$ cat config.mk
export PLATFORM = sky130hd
export DESIGN_NAME = dasp_pipeline
export DESIGN_NICKNAME = d
export VERILOG_FILES = /design/src/dasp_pkg.sv /design/src/dasp_formatter.sv /design/src/dasp_pipeline.sv
export SDC_FILE = /design/constraint.sdc
export NUM_CORES = 1
export LEC_CHECK = 0
export BUFFER_PORTS_ARGS = -buffer_cell sky130_fd_sc_hd__buf_2
export CAP_MARGIN = 20
export CORE_MARGIN = 3
export CORE_UTILIZATION = 50
export CTS_CLUSTER_DIAMETER = 80
export CTS_CLUSTER_SIZE = 25
export DETAILED_ROUTE_END_ITERATION = 7
export PLACE_DENSITY = 0.68
export SYNTH_ARGS = -nofsm -noshare
export SYNTH_HDL_FRONTEND = slang
export SYNTH_SLANG_ARGS = --single-unit
export TNS_END_PERCENT = 1
$ cat constraint.sdc
create_clock -name core_clk -period 2.4 [get_ports core_clk]
set_clock_uncertainty 0.05 [all_clocks]
set_input_delay 0.48 -clock core_clk [delete_from_list [all_inputs] [get_ports core_clk]]
set_output_delay 0.48 -clock core_clk [all_outputs]
set_load 0.03 [all_outputs]
$ cat src/dasp_pkg.sv
package dasp_pkg;

    // ----------------------------------------
    // Widths and timing
    // ----------------------------------------
    localparam int unsigned WORD_W         = 12;
    localparam int unsigned RAW_W          = 14;
    localparam int unsigned LATENCY        = 7;
    localparam int unsigned SEL_W          = 2;
    localparam real         CLK_PERIOD_NS  = 100.0;

    // ----------------------------------------
    // Code points, offset binary
    // ----------------------------------------
    localparam logic [WORD_W-1:0] CODE_MIN = 12'h000;
    localparam logic [WORD_W-1:0] CODE_MID = 12'h800;
    localparam logic [WORD_W-1:0] CODE_MAX = 12'hFFF;
    localparam int unsigned       MSB_POS  = WORD_W - 1;

    // Signed raw input limits (wider than a word so overrange is visible)
    localparam logic signed [RAW_W-1:0] RAW_MIN = -14'sd2048;
    localparam logic signed [RAW_W-1:0] RAW_MAX = 14'sd2047;

    // ----------------------------------------
    // Four-level select pin, as resolved by the pad
    // ----------------------------------------
    localparam logic [SEL_W-1:0] SEL_LOW   = 2'h0;
    localparam logic [SEL_W-1:0] SEL_MID   = 2'h1;
    localparam logic [SEL_W-1:0] SEL_FLOAT = 2'h2;
    localparam logic [SEL_W-1:0] SEL_HIGH  = 2'h3;

    typedef enum logic {
        DASP_FMT_OFFSET,
        DASP_FMT_TWOS
    } dasp_fmt_t;

    typedef struct packed {
        logic signed [RAW_W-1:0] chan_a;
        logic signed [RAW_W-1:0] chan_b;
    } dasp_raw_pair_t;

    typedef struct packed {
        logic [WORD_W-1:0] chan_a;
        logic [WORD_W-1:0] chan_b;
    } dasp_word_pair_t;

endpackage

$ cat src/dasp_formatter.sv
`timescale 1ns/100ps
`default_nettype none

module dasp_formatter
    import dasp_pkg::*;
(
    input  wire logic signed [RAW_W-1:0] raw,
    input  wire dasp_fmt_t               fmt,
    output logic             [WORD_W-1:0] word
);

    logic [WORD_W-1:0] offset_code;

    // ----------------------------------------
    // Clip then recode
    // ----------------------------------------
    always_comb begin
        // Saturate rather than wrap on overrange
        if (raw > RAW_MAX) begin
            offset_code = CODE_MAX;
        end else if (raw < RAW_MIN) begin
            offset_code = CODE_MIN;
        end else begin
            // Offset binary: midscale sits at the top bit
            offset_code = raw[WORD_W-1:0] ^ CODE_MID;
        end
        word = offset_code;
        if (fmt == DASP_FMT_TWOS) begin
            word[MSB_POS] = ~offset_code[MSB_POS];
        end
    end

endmodule
`default_nettype wire

$ cat src/dasp_pipeline.sv
// Notes on behaviour
// - Both channels sampled together each rising edge.
// - Output appears exactly seven cycles after sampling.
// - One new word per channel every cycle.
// - Each output word is twelve bits.
// - Select pin chooses offset binary or twos complement.
// - Offset binary: zero, midscale 800, full FFF.
// - Twos complement inverts offset binary top bit.
// - Overrange input clips to format limits.
// - Power-down high enters low power state.
// - Select decode: high, low, mid, floating.
// - Power-down loses pipeline contents, outputs cleared to zero.
`timescale 1ns/100ps
`default_nettype none

module dasp_pipeline
    import dasp_pkg::*;
(
    input  wire logic           core_clk,
    input  wire logic           sys_rst,
    input  wire dasp_raw_pair_t sample_in,
    input  wire logic [SEL_W-1:0] format_and_stabilizer_select,
    input  wire logic           low_power_request,
    output dasp_word_pair_t     word_out,
    output logic                word_valid,
    output logic                stabilizer_on,
    output logic                low_power_active
);

    // ----------------------------------------
    // Pin synchronisers
    // ----------------------------------------
    logic [SEL_W-1:0] sel_meta;
    logic [SEL_W-1:0] sel_sync;
    logic             pd_meta;
    logic             pd_sync;

    always_ff @(posedge core_clk) begin
        if (sys_rst) begin
            sel_meta <= SEL_HIGH;
            sel_sync <= SEL_HIGH;
            pd_meta  <= 1'b0;
            pd_sync  <= 1'b0;
        end else begin
            sel_meta <= format_and_stabilizer_select;
            sel_sync <= sel_meta;
            pd_meta  <= low_power_request;
            pd_sync  <= pd_meta;
        end
    end

    // ----------------------------------------
    // Select decode
    // ----------------------------------------
    dasp_fmt_t fmt;
    logic      next_stab;

    always_comb begin
        unique case (sel_sync)
            SEL_HIGH: begin
                fmt       = DASP_FMT_OFFSET;
                next_stab = 1'b1;
            end
            SEL_LOW: begin
                fmt       = DASP_FMT_TWOS;
                next_stab = 1'b1;
            end
            SEL_MID: begin
                fmt       = DASP_FMT_TWOS;
                next_stab = 1'b0;
            end
            SEL_FLOAT: begin
                fmt       = DASP_FMT_OFFSET;
                next_stab = 1'b0;
            end
        endcase
    end

    always_ff @(posedge core_clk) begin
        if (sys_rst) begin
            stabilizer_on <= 1'b1;
        end else begin
            stabilizer_on <= next_stab;
        end
    end

    // ----------------------------------------
    // Capture and format
    // ----------------------------------------
    // Format is applied at capture, so a select change shows after latency
    dasp_word_pair_t fmt_word;

    dasp_formatter u_fmt_a (
        .raw  (sample_in.chan_a),
        .fmt  (fmt),
        .word (fmt_word.chan_a)
    );

    dasp_formatter u_fmt_b (
        .raw  (sample_in.chan_b),
        .fmt  (fmt),
        .word (fmt_word.chan_b)
    );

    // ----------------------------------------
    // Delay line
    // ----------------------------------------
    dasp_word_pair_t stage [LATENCY];
    logic            stage_ok [LATENCY];

    always_ff @(posedge core_clk) begin
        if (sys_rst || pd_sync) begin
            stage[0]    <= '0;
            stage_ok[0] <= 1'b0;
        end else begin
            stage[0]    <= fmt_word;
            stage_ok[0] <= 1'b1;
        end
    end

    genvar gi;
    generate
        for (gi = 1; gi < LATENCY; gi++) begin : g_stage
            always_ff @(posedge core_clk) begin
                if (sys_rst || pd_sync) begin
                    stage[gi]    <= '0;
                    stage_ok[gi] <= 1'b0;
                end else begin
                    stage[gi]    <= stage[gi-1];
                    stage_ok[gi] <= stage_ok[gi-1];
                end
            end
        end
    endgenerate

    // Pins come from a flop, seventh edge after capture
    // Flushed with the delay line, so no stale word survives a wake
    always_ff @(posedge core_clk) begin
        if (sys_rst || pd_sync) begin
            word_out   <= '0;
            word_valid <= 1'b0;
        end else begin
            word_out   <= stage[LATENCY-1];
            word_valid <= stage_ok[LATENCY-1];
        end
    end

    // ----------------------------------------
    // Power state
    // ----------------------------------------
    always_ff @(posedge core_clk) begin
        if (sys_rst) begin
            low_power_active <= 1'b0;
        end else begin
            low_power_active <= pd_sync;
        end
    end

    // ----------------------------------------
    // Checks
    // ----------------------------------------
    // Capture edge is cycle zero; the output flop loads seven edges later
    property p_latency;
        @(posedge core_clk) disable iff (sys_rst || pd_sync)
        stage_ok[0] |-> ##7 (word_valid && word_out == $past(stage[0], 7));
    endproperty
    a_latency: assert property (p_latency) else $error("latency not seven");

    property p_capture;
        @(posedge core_clk) disable iff (sys_rst)
        !pd_sync |=> stage[0] == $past(fmt_word);
    endproperty
    a_capture: assert property (p_capture) else $error("sample not captured");

    property p_flush;
        @(posedge core_clk) disable iff (sys_rst)
        pd_sync |=> !word_valid;
    endproperty
    a_flush: assert property (p_flush) else $error("pipeline not flushed");

    property p_refill;
        @(posedge core_clk) disable iff (sys_rst)
        $fell(pd_sync) |-> !word_valid [*8];
    endproperty
    a_refill: assert property (p_refill) else $error("valid before refill");

    property p_power;
        @(posedge core_clk) disable iff (sys_rst)
        pd_sync |=> low_power_active;
    endproperty
    a_power: assert property (p_power) else $error("power state lag");

    property p_stream;
        @(posedge core_clk) disable iff (sys_rst || pd_sync)
        stage_ok[LATENCY-1] |=> word_valid;
    endproperty
    a_stream: assert property (p_stream) else $error("word missing");

    property p_twos;
        @(posedge core_clk) disable iff (sys_rst)
        (fmt == DASP_FMT_TWOS && sample_in.chan_b == RAW_MAX) |-> fmt_word.chan_b == 12'h7FF;
    endproperty
    a_twos: assert property (p_twos) else $error("twos max wrong");

    property p_midscale;
        @(posedge core_clk) disable iff (sys_rst)
        (fmt == DASP_FMT_OFFSET && sample_in.chan_a == '0) |-> fmt_word.chan_a == CODE_MID;
    endproperty
    a_midscale: assert property (p_midscale) else $error("midscale code wrong");

    property p_clip;
        @(posedge core_clk) disable iff (sys_rst)
        (fmt == DASP_FMT_OFFSET && sample_in.chan_b > RAW_MAX) |-> fmt_word.chan_b == CODE_MAX;
    endproperty
    a_clip: assert property (p_clip) else $error("no clip");

    property p_decode;
        @(posedge core_clk) disable iff (sys_rst)
        (sel_sync == SEL_MID) |-> (fmt == DASP_FMT_TWOS) ##1 !stabilizer_on;
    endproperty
    a_decode: assert property (p_decode) else $error("select decode");

endmodule
`default_nettype wire

; ---- Yosys cells after proc, flatten, opt, wreduce, memory -nomap -nowiden
; Memories as Yosys holds them, arrays and structs flattened. A register that Yosys moved wholly into a read port is not among the register bits.
; Index checks and enable logic that the tools add are counted.
[totals]
register_bits = 8
mem_bits_rw = 175
in_bits = 33
out_inout_bits = 27
elab_cells = 64
memories = 2
[classes]
order_cmp = 4
n_eq_ne = 3
n_mux = 25
bitwise_logic = 18
reduce_logical = 6
[mem_list]
columns = memory, words, word_bits, read_ports, rd_ports_with_merged_regs, write_ports, line_no
row1 = stage, 7, 24, 7, 1, 7, dasp_pipeline.sv:108  ; dasp_word_pair_t stage [LATENCY];
row2 = stage_ok, 7, 1, 7, 1, 7, dasp_pipeline.sv:109  ; logic stage_ok [LATENCY];
[ops]
columns = cell, count
row1 = $mux 24, 7
row2 = $mux 12, 4
row3 = $gt 14x12->1 const B, 2
row4 = $lt 14x12->1 const B, 2
row5 = $or 1x1->1, 14
row6 = $mux 1, 12
row7 = $reduce_or 2->1, 4
row8 = $eq 2x2->1 const B, 2
row9 = $not 1->1, 4
row10 = $pmux 1 s2, 2
row11 = $eq 2x1->1 const B, 1
row12 = $logic_not 2->1, 1
row13 = $logic_or 1x1->1, 1

; ---- Longest topological paths before layout
; Gate-level depths: netlist of the first run.
[logic_depth]
word_depth = 6
ltp_mapped = 6
depth_no_buf = 4

; ---- Cells and area by module
; A second synthesis of the first run with hierarchy kept.
[hier_totals]
hier_cells = 545
hier_area_um2 = 7606.0
[modules_own_cells]
columns = module, n_inst, cells_each, area_per_inst_um2, seq_area_each_um2
row1 = dasp_pipeline, 1, 465, 7123.1, 4164.0
row2 = dasp_formatter, 2, 40, 241.5, 0.0

; ---- Least setup slack after synthesis of the first run
; No wires, ideal clock.
[synth_path]
path_type = input port to flip-flop
from = input port sys_rst
to = memory stage[0][15] in the netlist's numbering
setup_time_ps = 92
arrival_ps = 1248
required_ps = 2258
setup_slack_ps = 1010
path_stages = 4
n_path_buf = 2
path_cell_list = clkbuf_1 or3b_1 buf_2 o32ai_1
[synth_lines]
columns = element, line_no
row1 = start: declaration, dasp_pipeline.sv:20  ; input wire logic sys_rst,
row2 = end: declaration, dasp_pipeline.sv:108

; ---- Worst setup path in the final report of the first run
[layout_path]
from = register stabilizer_on
to = output port stabilizer_on
[layout_lines]
columns = element, line_no
row1 = start: declaration, dasp_pipeline.sv:26  ; output logic stabilizer_on,
row2 = start signal: assignment, dasp_pipeline.sv:83  ; stabilizer_on <= next_stab;
; No word-level cell between the ends.

==> flow_summary.ini, run 1 <==
[status]
status = complete, no violations

[floorplan]
core-area_um2 = 11700
die_w_um = 117
num_io_pins = 60
die_area_um2 = 13600
die_h_um = 117
num_rows = 39
initial_core_util = 0.522

[critical_path]
crit_cells = 1
worst-r2r-setup-slack_ns = 0.98
critPathSlowestCell = dfxtp_1
critPathArrivalTime_ns = 0.96
reg2reg_to = stage[2][21]$_SDFF_PN0_
critPathMaxFanout = 1
worstReg2RegStart = pd_sync$_SDFF_PP0_
worstSetupStartpointType = flop
max_stage_delay_ns = 0.33
critPathBufInv = 1
path_cells = buf_2
crit_type = reg2out
r2r_cells = 4
cp_top_family = flip-flops
worstPathRequired_ns = 1.87
endpoint_kind = primary output

[cts]
cts_buffer_depth = 3
htreeDepth = 1
cts_hold_buf = 0
clk-insertion-delay-late_ns = 0.44
clock-root-buffer = clkbuf_16
cts_sinks = 208
postCtsSetupRepairBufs = 0
cts_buffers = 12
cts_tree = done
path_clk_slew_ns = 0.09
cts_resized = 0

[timing]
relSlewSlack = 0.681
period_needed_ns = 1.49
finalWorstSetupSlack_ns = 0.906
fmax_mhz = 669
hold_viol = 0
rsz0062_at_grt = no
setup-tns-final_ns = 0
period_share = 0.623
finalMaxSlewViolations = 0
worstMarginPinSlew_ns = 0.479
setup_viol = 0

[logic_synthesis]
synth_edf_count = 0
syn_nets = 538
avgSynthCellArea_um2 = 12.2
synthDistinctLibCells = 19
synthCells = 503
async_flop_share = 0
synthFlopType = dfxtp_1
ys_seq_area_frac = 0.681
synth_warnings = 0
syn_area_um2 = 6120
synth_seq_cells = 208

[global_routing]
overflow = 0
antenna_found_initial = 0
grt_max_degree = 177
grt_use_total = 0.0934
grt_pass1_wl_um = 10800
grt_pass1_vias = 2527

[power_and_ir_drop]
powerDensity_nw_per_um2 = 856
cellLeakagePower_nw = 2.85
ir_worst_vdd_uv = 437
finalPower_mw = 5.73

[placed_design]
gp_congestion = 0.721
dp_slack_ns = 0.699
placed_cell_area_um2 = 6340
dp_hpwl_um = 3470
post-place-cells = 674
port_buffers = 59

[routing]
post_drt_wl_per_cell_um = 8.69
drt_iter0_drc = 171
dr.pass1.iters = 4
drc = 0
postRouteAntennaNets = 0
vias = 2915
routed_wl_um = 5980
drt-vias-per-instance = 4.24

[finish]
layout_commonest_cell = dfxtp_1
fin_cells = 688
fillers = 994
areaGrowthSynthToFinish_pct = 9.35
register_area_um2 = 4160
design_area_um2 = 6690
finalNetCount = 580
multi_input_comb_area_um2 = 1670
n_antenna_cell = 0
final_cell_mix = dfxtp_1, and2_1, buf_2
drive_above_1_share = 0.149

[min_path]
holdPathEnd = sel_meta[0]$_SDFF_PP1_
min_from = format_and_stabilizer_select[0]
hold_depth = 2
hp-class = in2reg

[flow_run]
cap_viol_max_count = 0
report_power, final:
group	total [mW]	switching, mW	leakage, nW	internal (mW)
Combinational	0.204	0.115	0.989	0.0896
Sequential	3.56	0.0150	1.69	3.54
Clock	1.97	0.977	0.170	0.988
routing by layer:
layer | GRT usage | wire length, µm
met5 | 0 | 0
met4 | 0.0344 | 192
met1 | 0.123 | 2890
met2 | 0.149 | 2460
met3 | 0.0244 | 433
registers in the layout (all words and copies together), names as in the netlist:
| signal | flops |
|---|---|
| stage | 168 |
| word_out | 24 |
| stage_ok | 7 |
| sel_meta | 2 |
| sel_sync | 2 |
| low_power_active | 1 |
| pd_meta | 1 |
| pd_sync | 1 |
| stabilizer_on | 1 |
| word_valid | 1 |
metrics by stage:
stage / util / hold slack, ns
2_1_floorplan: - / 0.339
3_3_place_gp: 0.542 / 0.347
3_5_place_dp: 0.542 / 0.344
4_1_cts: 0.571 / 0.146
5_1_grt: 0.571 / 0.136
6_report: 0.571 / 0.157
layout make-up:
cell class	instances	area share
tap	143	0.0267
sequential	208	0.622
inverter	2	0.00150
multi-input combinational	260	0.249
clock buffer	13	0.0486
timing repair buffer	61	0.0483
clock inverter	1	0.00299
worst max-delay path by stage:
stage                             startpoint                      end
floorplan                            sys_rst  stage[0][15]$_SDFF_PN0_
global placement                     sys_rst  stage[4][19]$_SDFF_PN0_
detailed placement                   sys_rst  stage[2][22]$_SDFF_PN0_
CTS                 stabilizer_on$_SDFF_PP1_            stabilizer_on
global route        stabilizer_on$_SDFF_PP1_            stabilizer_on
finish              stabilizer_on$_SDFF_PP1_            stabilizer_on
kinds of logic (layout without fill, tap and decap cells):
kind of cell    Yosys count  in the layout  share of synthesized area
flops                   208            208                      0.681
fa+ha+maj                 2              2                    0.00409
simple gates            212            212                      0.208
buf+inv                  35             77                     0.0466
compound gates           46             46                     0.0609
synthesized netlist by cell type, types with 2 or more instances:
master | n | area share
or2_2 | 5 | 0.0051
a21boi_0 | 22 | 0.027
o32ai_1 | 22 | 0.031
buf_2 | 3 | 0.0025
buf_6 | 17 | 0.031
and2_1 | 175 | 0.18
dfxtp_1 | 208 | 0.68
ha_1 | 2 | 0.0041
o21a_1 | 2 | 0.0025
clkbuf_1 | 11 | 0.0067
nor3_1 | 4 | 0.0033
or3b_1 | 2 | 0.0029
nor2_1 | 22 | 0.013
nor2b_1 | 3 | 0.0031
No activity file was read; power rests on OpenSTA's default activity.
==> run 2: changes to the inputs <==
==> constraint.sdc (replaced) <==
create_clock -name core_clk -period 1.5 [get_ports core_clk]
set_clock_uncertainty 0.05 [all_clocks]
set_input_delay 0.3 -clock core_clk [delete_from_list [all_inputs] [get_ports core_clk]]
set_output_delay 0.3 -clock core_clk [all_outputs]
set_load 0.03 [all_outputs]
==> run 2 against run 1 <==
Register-to-register slack got worse by 0.78 ns. Critical path depth increased by 2. Global-route usage increased by 0.11 points. Highest routed layer unchanged. Cell count increased by 0.58%. Worst setup slack got worse by 0.71 ns. Sequential power increased by 60%. Routed wire length increased by 1.0%.
==> flow_summary.ini, run 2 (same netlist as run 1, synthesis figures left out) <==
[status]
status = complete, no violations

[power_and_ir_drop]
cellLeakagePower_nw = 2.87
p_int_mw = 7.40
finalPower_mw = 9.17
power_frac_comb = 0.037
p_switching_mw = 1.76
powerDensity_nw_per_um2 = 1360
swShare = 0.192
seqPwrFrac = 0.621
clockPowerShare = 0.342
ir_worst_vdd_uv = 797

[critical_path]
critPathBufInv = 1
reg2reg_to = stage[0][13]$_SDFF_PN0_
worst-r2r-setup-slack_ns = 0.20
worstPathRequired_ns = 1.78
endpoint_kind = flop
critPathArrivalTime_ns = 1.58
path_cells = or2_1, buf_4, o32ai_1
max_stage_delay_ns = 0.33
cp_top_family = flip-flops
critPathMaxFanout = 24
crit_type = reg2reg
worstSetupStartpointType = flop
critPathSlowestCell = dfxtp_1
r2r_cells = 3
worstReg2RegStart = pd_sync$_SDFF_PP0_

[min_path]
hold_depth = 2
min_from = low_power_request
hp-class = in2reg
holdPathEnd = pd_meta$_SDFF_PP0_

[cts]
cts_tree = done
cts_sinks = 208
cts_buffers = 12
path_clk_slew_ns = 0.08
cts_buffer_depth = 3
clk-insertion-delay-late_ns = 0.44
htreeDepth = 1
cts_resized = 0
clock-root-buffer = clkbuf_16

[finish]
fin_cells = 692
areaGrowthSynthToFinish_pct = 10.1
largest_register_ffs = 168
final_cell_mix = dfxtp_1, and2_1, buf_2
finalNetCount = 584
top_register = stage
reg.largest.list = stage (168), word_out (24), stage_ok (7)
n_antenna_cell = 0
utilization = 0.575
layout_commonest_cell = dfxtp_1
drive_above_1_share = 0.151

[placed_design]
port_buffers = 59
dp_hpwl_um = 3700
gp_congestion = 0.724
post-place-cells = 676

[timing]
setup_viol = 0
finalMaxSlewViolations = 0
period_needed_ns = 1.30
whs_ns = 0.0193
rsz0062_at_grt = no
period_share = 0.867
setup-tns-final_ns = 0
relSlewSlack = 0.772
fmax_mhz = 769
hold_viol = 0
worstMarginPinSlew_ns = 0.342

[routing]
drt-vias-per-instance = 4.31
vias = 2982
dr.pass1.iters = 4
drt_iter0_drc = 98
post_drt_wl_per_cell_um = 8.73
drc = 0
postRouteAntennaNets = 0
routed_wl_um = 6040

[global_routing]
grt_use_total = 0.0946
grt_max_degree = 75
grt_pass1_vias = 2529
grt_pass1_wl_um = 10900
overflow = 0
antenna_found_initial = 0

[floorplan]
core-area_um2 = 11700
num_rows = 39
die_area_um2 = 13600
die_h_um = 117
num_io_pins = 60
initial_core_util = 0.522
die_w_um = 117

[flow_run]
cap_viol_max_count = 0
## run 2: layout make-up
cell class / instances / area, µm²
inverter: 2 / 10.0
sequential: 208 / 4160
fill: 985 / 4970
multi-input combinational: 260 / 1670
timing repair buffer: 65 / 370
tap: 143 / 179
clock buffer: 13 / 325
clock inverter: 1 / 20.0
## run 2: timing repair
action,CTS,global route
endpoints found under the hold margin,2,0
setup buffers,0,0
hold buffers,2,0
endpoints found under the setup margin,0,0
## run 2: routing by layer
metal	wire, µm	vias up	share of wire	global-route usage
li1	-	1674	-	-
met1	2980	1214	0.49	0.126
met2	2470	80	0.41	0.148
met3	446	14	0.074	0.0280
met4	141	0	0.023	0.0336
met5	0	-	0	0
## run 2: worst register-to-register path: stages, from the launching register on
cell and delay, ns:
dfxtp_1 0.33, or2_1 0.27, buf_4 0.23, o32ai_1 0.32
## run 2: how the worst max path moves through the flow
| stage | startpoint | slack [ns] | depth (start not counted) | endpoint |
|---|---|---|---|---|
| after floorplan | sys_rst | 0.29 | 4 | stage[0][15]$_SDFF_PN0_ |
| after global placement | sys_rst | 0.13 | 4 | stage[0][0]$_SDFF_PN0_ |
| after detailed placement | sys_rst | 0.09 | 4 | stage[0][16]$_SDFF_PN0_ |
| after CTS | stabilizer_on$_SDFF_PP1_ | 0.18 | 1 | stabilizer_on |
| after global routing | word_out[13]$_SDFF_PN0_ | 0.14 | 1 | word_out[13] |
| final | pd_sync$_SDFF_PP0_ | 0.20 | 3 | stage[0][13]$_SDFF_PN0_ |
## run 2: power groups by stage
| stage | Clock [mW] | Combinational (mW) | Sequential [mW] |
|---|---|---|---|
| 2_1_floorplan | 0 | 0.299 | 5.82 |
| 3_3_place_gp | 0 | 0.327 | 5.82 |
| 3_5_place_dp | 0 | 0.341 | 5.83 |
| 4_1_cts | 3.25 | 0.347 | 5.70 |
| 5_1_grt | 3.48 | 0.398 | 5.71 |
| 6_report | 3.13 | 0.343 | 5.69 |
## run 2: metrics by stage
stage / worst slack [ns] / cell area [µm²]
floorplan: 0.290 / 6120
global placement: 0.126 / 6370
detailed placement: 0.0930 / 6370
CTS: 0.179 / 6740
global route: 0.143 / 6740
finish: 0.199 / 6740
==> run 3: changes to the inputs <==
--- a/config.mk
+++ b/config.mk
@@ -5,6 +5,7 @@
 export SDC_FILE = /design/constraint.sdc
 export NUM_CORES = 1
 export LEC_CHECK = 0
+export ABC_AREA = 1
 export BUFFER_PORTS_ARGS = -buffer_cell sky130_fd_sc_hd__buf_2
 export CAP_MARGIN = 20
 export CORE_MARGIN = 3
==> constraint.sdc (replaced) <==
create_clock -name core_clk -period 1.5 [get_ports core_clk]
set_clock_uncertainty 0.05 [all_clocks]
set_input_delay 0.15 -clock core_clk [delete_from_list [all_inputs] [get_ports core_clk]]
set_output_delay 0.15 -clock core_clk [all_outputs]
set_load 0.03 [all_outputs]
==> run 3 against run 2 <==
Core utilization is 3.4 points higher. Final area grew 5.0%. First-iteration DRC count grew 19%. Sequential power barely moved. Synthesized cell count increased by 31%. Global-route usage is 1.5 points higher. Non-clock buffer count up 30. Largest cell class unchanged. Sequential share of layout area is 3.0 points lower. Combinational power rose by 8.2%. Die area is 0.89% lower. Clock power is 8.9% higher.
==> flow_summary.ini, run 3 <==
[status]
status = complete, no violations

[placed_design]
placed_cell_area_um2 = 6380
gp_congestion = 0.691
dp_hpwl_um = 4170
post-place-cells = 844
port_buffers = 59

[critical_path]
worstPathRequired_ns = 1.79
critPathMaxFanout = 9
reg2reg_to = word_out[17]$_SDFF_PN0_
cp_top_family = buffers and inverters
critPathBufInv = 3
path_cells = dlygate4sd3_1, buf_2, or2_2, dlygate4sd3_1
cp_common_cell = dlygate4sd3_1
crit_type = in2reg
max_stage_delay_ns = 0.56
worst-r2r-setup-slack_ns = 0.33
worstReg2RegStart = pd_sync$_SDFF_PP0_
worstSetupStartpointType = input pin
r2r_cells = 4
critPathSlowestCell = dlygate4sd3_1
crit_cells = 4
critPathArrivalTime_ns = 1.70
endpoint_kind = flop

[timing]
period_share = 0.941
setup-tns-final_ns = 0
hold_viol = 0
rsz0062_at_grt = no
finalMaxSlewViolations = 0
whs_ns = 0.146
worstMarginPinSlew_ns = 1.01
fmax_mhz = 709
relSlewSlack = 0.321
period_needed_ns = 1.41
setup_viol = 0

[logic_synthesis]
syn_area_um2 = 6060
ys_top_cells_by_area = dfxtp_1, inv_1, nor2_1
synth_warnings = 0
synthCells = 660
synth_top_area_frac = 0.687
synth_common_cells = dfxtp_1, inv_1, nor2_1
syn_nets = 695
async_flop_share = 0
ys_seq_area_frac = 0.687
synth_seq_cells = 208
synthDistinctLibCells = 13
synthFlopType = dfxtp_1
yosys.cell_count.top_type = dfxtp_1
synth_edf_count = 0
yosys.area.top_type = dfxtp_1
avgSynthCellArea_um2 = 9.18

[global_routing]
grt_use_total = 0.109
antenna_found_initial = 0
grt_pass1_vias = 3162
grt_pass1_wl_um = 12400
grt_max_degree = 76
overflow = 0

[finish]
register_area_um2 = 4160
reg.largest.list = stage (168), word_out (24), stage_ok (7)
layout_commonest_cell = dfxtp_1
final_cell_mix = dfxtp_1, inv_1, nor2_1
largest_register_ffs = 168
design_area_um2 = 7080
drive_above_1_share = 0.116
fillers = 959
fin_cells = 891
finalNetCount = 781
multi_input_comb_area_um2 = 912
areaGrowthSynthToFinish_pct = 16.8
top_register = stage
n_antenna_cell = 0

[power_and_ir_drop]
cellLeakagePower_nw = 2.95
powerDensity_nw_per_um2 = 1340
finalPower_mw = 9.45
ir_worst_vdd_uv = 870

[routing]
post_drt_wl_per_cell_um = 7.77
routed_wl_um = 6930
dr.pass1.iters = 4
postRouteAntennaNets = 0
wl_met2_um = 3050
drt_iter0_drc = 117
drt-vias-per-instance = 3.85
wl_met1_um = 3280
met3_length_um = 481
vias = 3431
top_layer = met4
drc = 0

[cts]
path_clk_slew_ns = 0.08
clock-root-buffer = clkbuf_16
htreeDepth = 1
clk-insertion-delay-late_ns = 0.44
cts_tree = done
cts_sinks = 208
cts_buffer_depth = 3
cts_resized = 0
cts_buffers = 12

[min_path]
hp-class = in2reg
min_from = sample_in[12]
hold_depth = 4
holdPathEnd = stage[0][8]$_SDFF_PN0_

[flow_run]
cap_viol_max_count = 0

[floorplan]
num_rows = 39
die_h_um = 116
die_w_um = 116
die_area_um2 = 13500
num_io_pins = 60
initial_core_util = 0.522
core-area_um2 = 11600
-- run 3: timing repair --
action,in CTS,in global routing
buffers inserted,0,0
endpoints found under the hold margin,33,0
hold buffers,31,0
-- run 3: kinds of logic (layout without fill, tap and decap cells) --
family / count (synthesis) / in the layout / synth area share
buffers and inverters: 227 / 315 / 0.162
DFF: 208 / 208 / 0.687
and+or+nand+nor: 199 / 199 / 0.127
AOI/OAI and AO/OA: 24 / 24 / 0.0198
adders and majority gates: 2 / 2 / 0.00413
-- run 3: per-layer routing --
layer | vias to the layer above | track usage
li1 | 1958 | -
met1 | 1385 | 0.122
met2 | 77 | 0.204
met3 | 11 | 0.0295
met4 | 0 | 0.0309
met5 | - | 0
-- run 3: area by class of cell --
| cell class | count | area share |
|---|---|---|
| clock buffer | 14 | 0.0479 |
| clock inverter | 2 | 0.00654 |
| inverter | 204 | 0.109 |
| multi-input combinational | 225 | 0.129 |
| sequential | 208 | 0.588 |
| tap | 143 | 0.0253 |
| timing repair buffer | 95 | 0.0944 |
-- run 3: per-stage QoR --
step | setup slack, ns | util
3_5_place_dp | 0.0528 | 0.549
2_1_floorplan | 0.463 | -
3_3_place_gp | 0.197 | 0.549
6_report | 0.0892 | 0.609
4_1_cts | 0.104 | 0.609
5_1_grt | 0.0562 | 0.609
-- run 3: how the worst max path moves through the flow --
stage / end / startpoint / slack [ns]
2_1_floorplan: stabilizer_on$_SDFF_PP1_ / sel_sync[0]$_SDFF_PP1_ / 0.46
3_3_place_gp: stage[0][19]$_SDFF_PN0_ / sample_in[26] / 0.20
3_5_place_dp: stage[0][14]$_SDFF_PN0_ / sample_in[26] / 0.05
4_1_cts: sel_meta[1]$_SDFF_PP1_ / sys_rst / 0.10
5_1_grt: sel_meta[0]$_SDFF_PP1_ / sys_rst / 0.06
6_report: sel_meta[1]$_SDFF_PP1_ / sys_rst / 0.09
-- run 3: worst min-delay path: stages --
cell	delay (ns)
buf_2	0.09
o21ai_0	0.08
buf_4	0.17
a21oi_1	0.12
-- run 3: power by group --
group	total, mW	switching (mW)	leakage (nW)	internal [mW]
Sequential	5.66	0.0295	1.69	5.63
Combinational	0.371	0.204	1.08	0.167
Clock	3.41	1.61	0.188	1.80
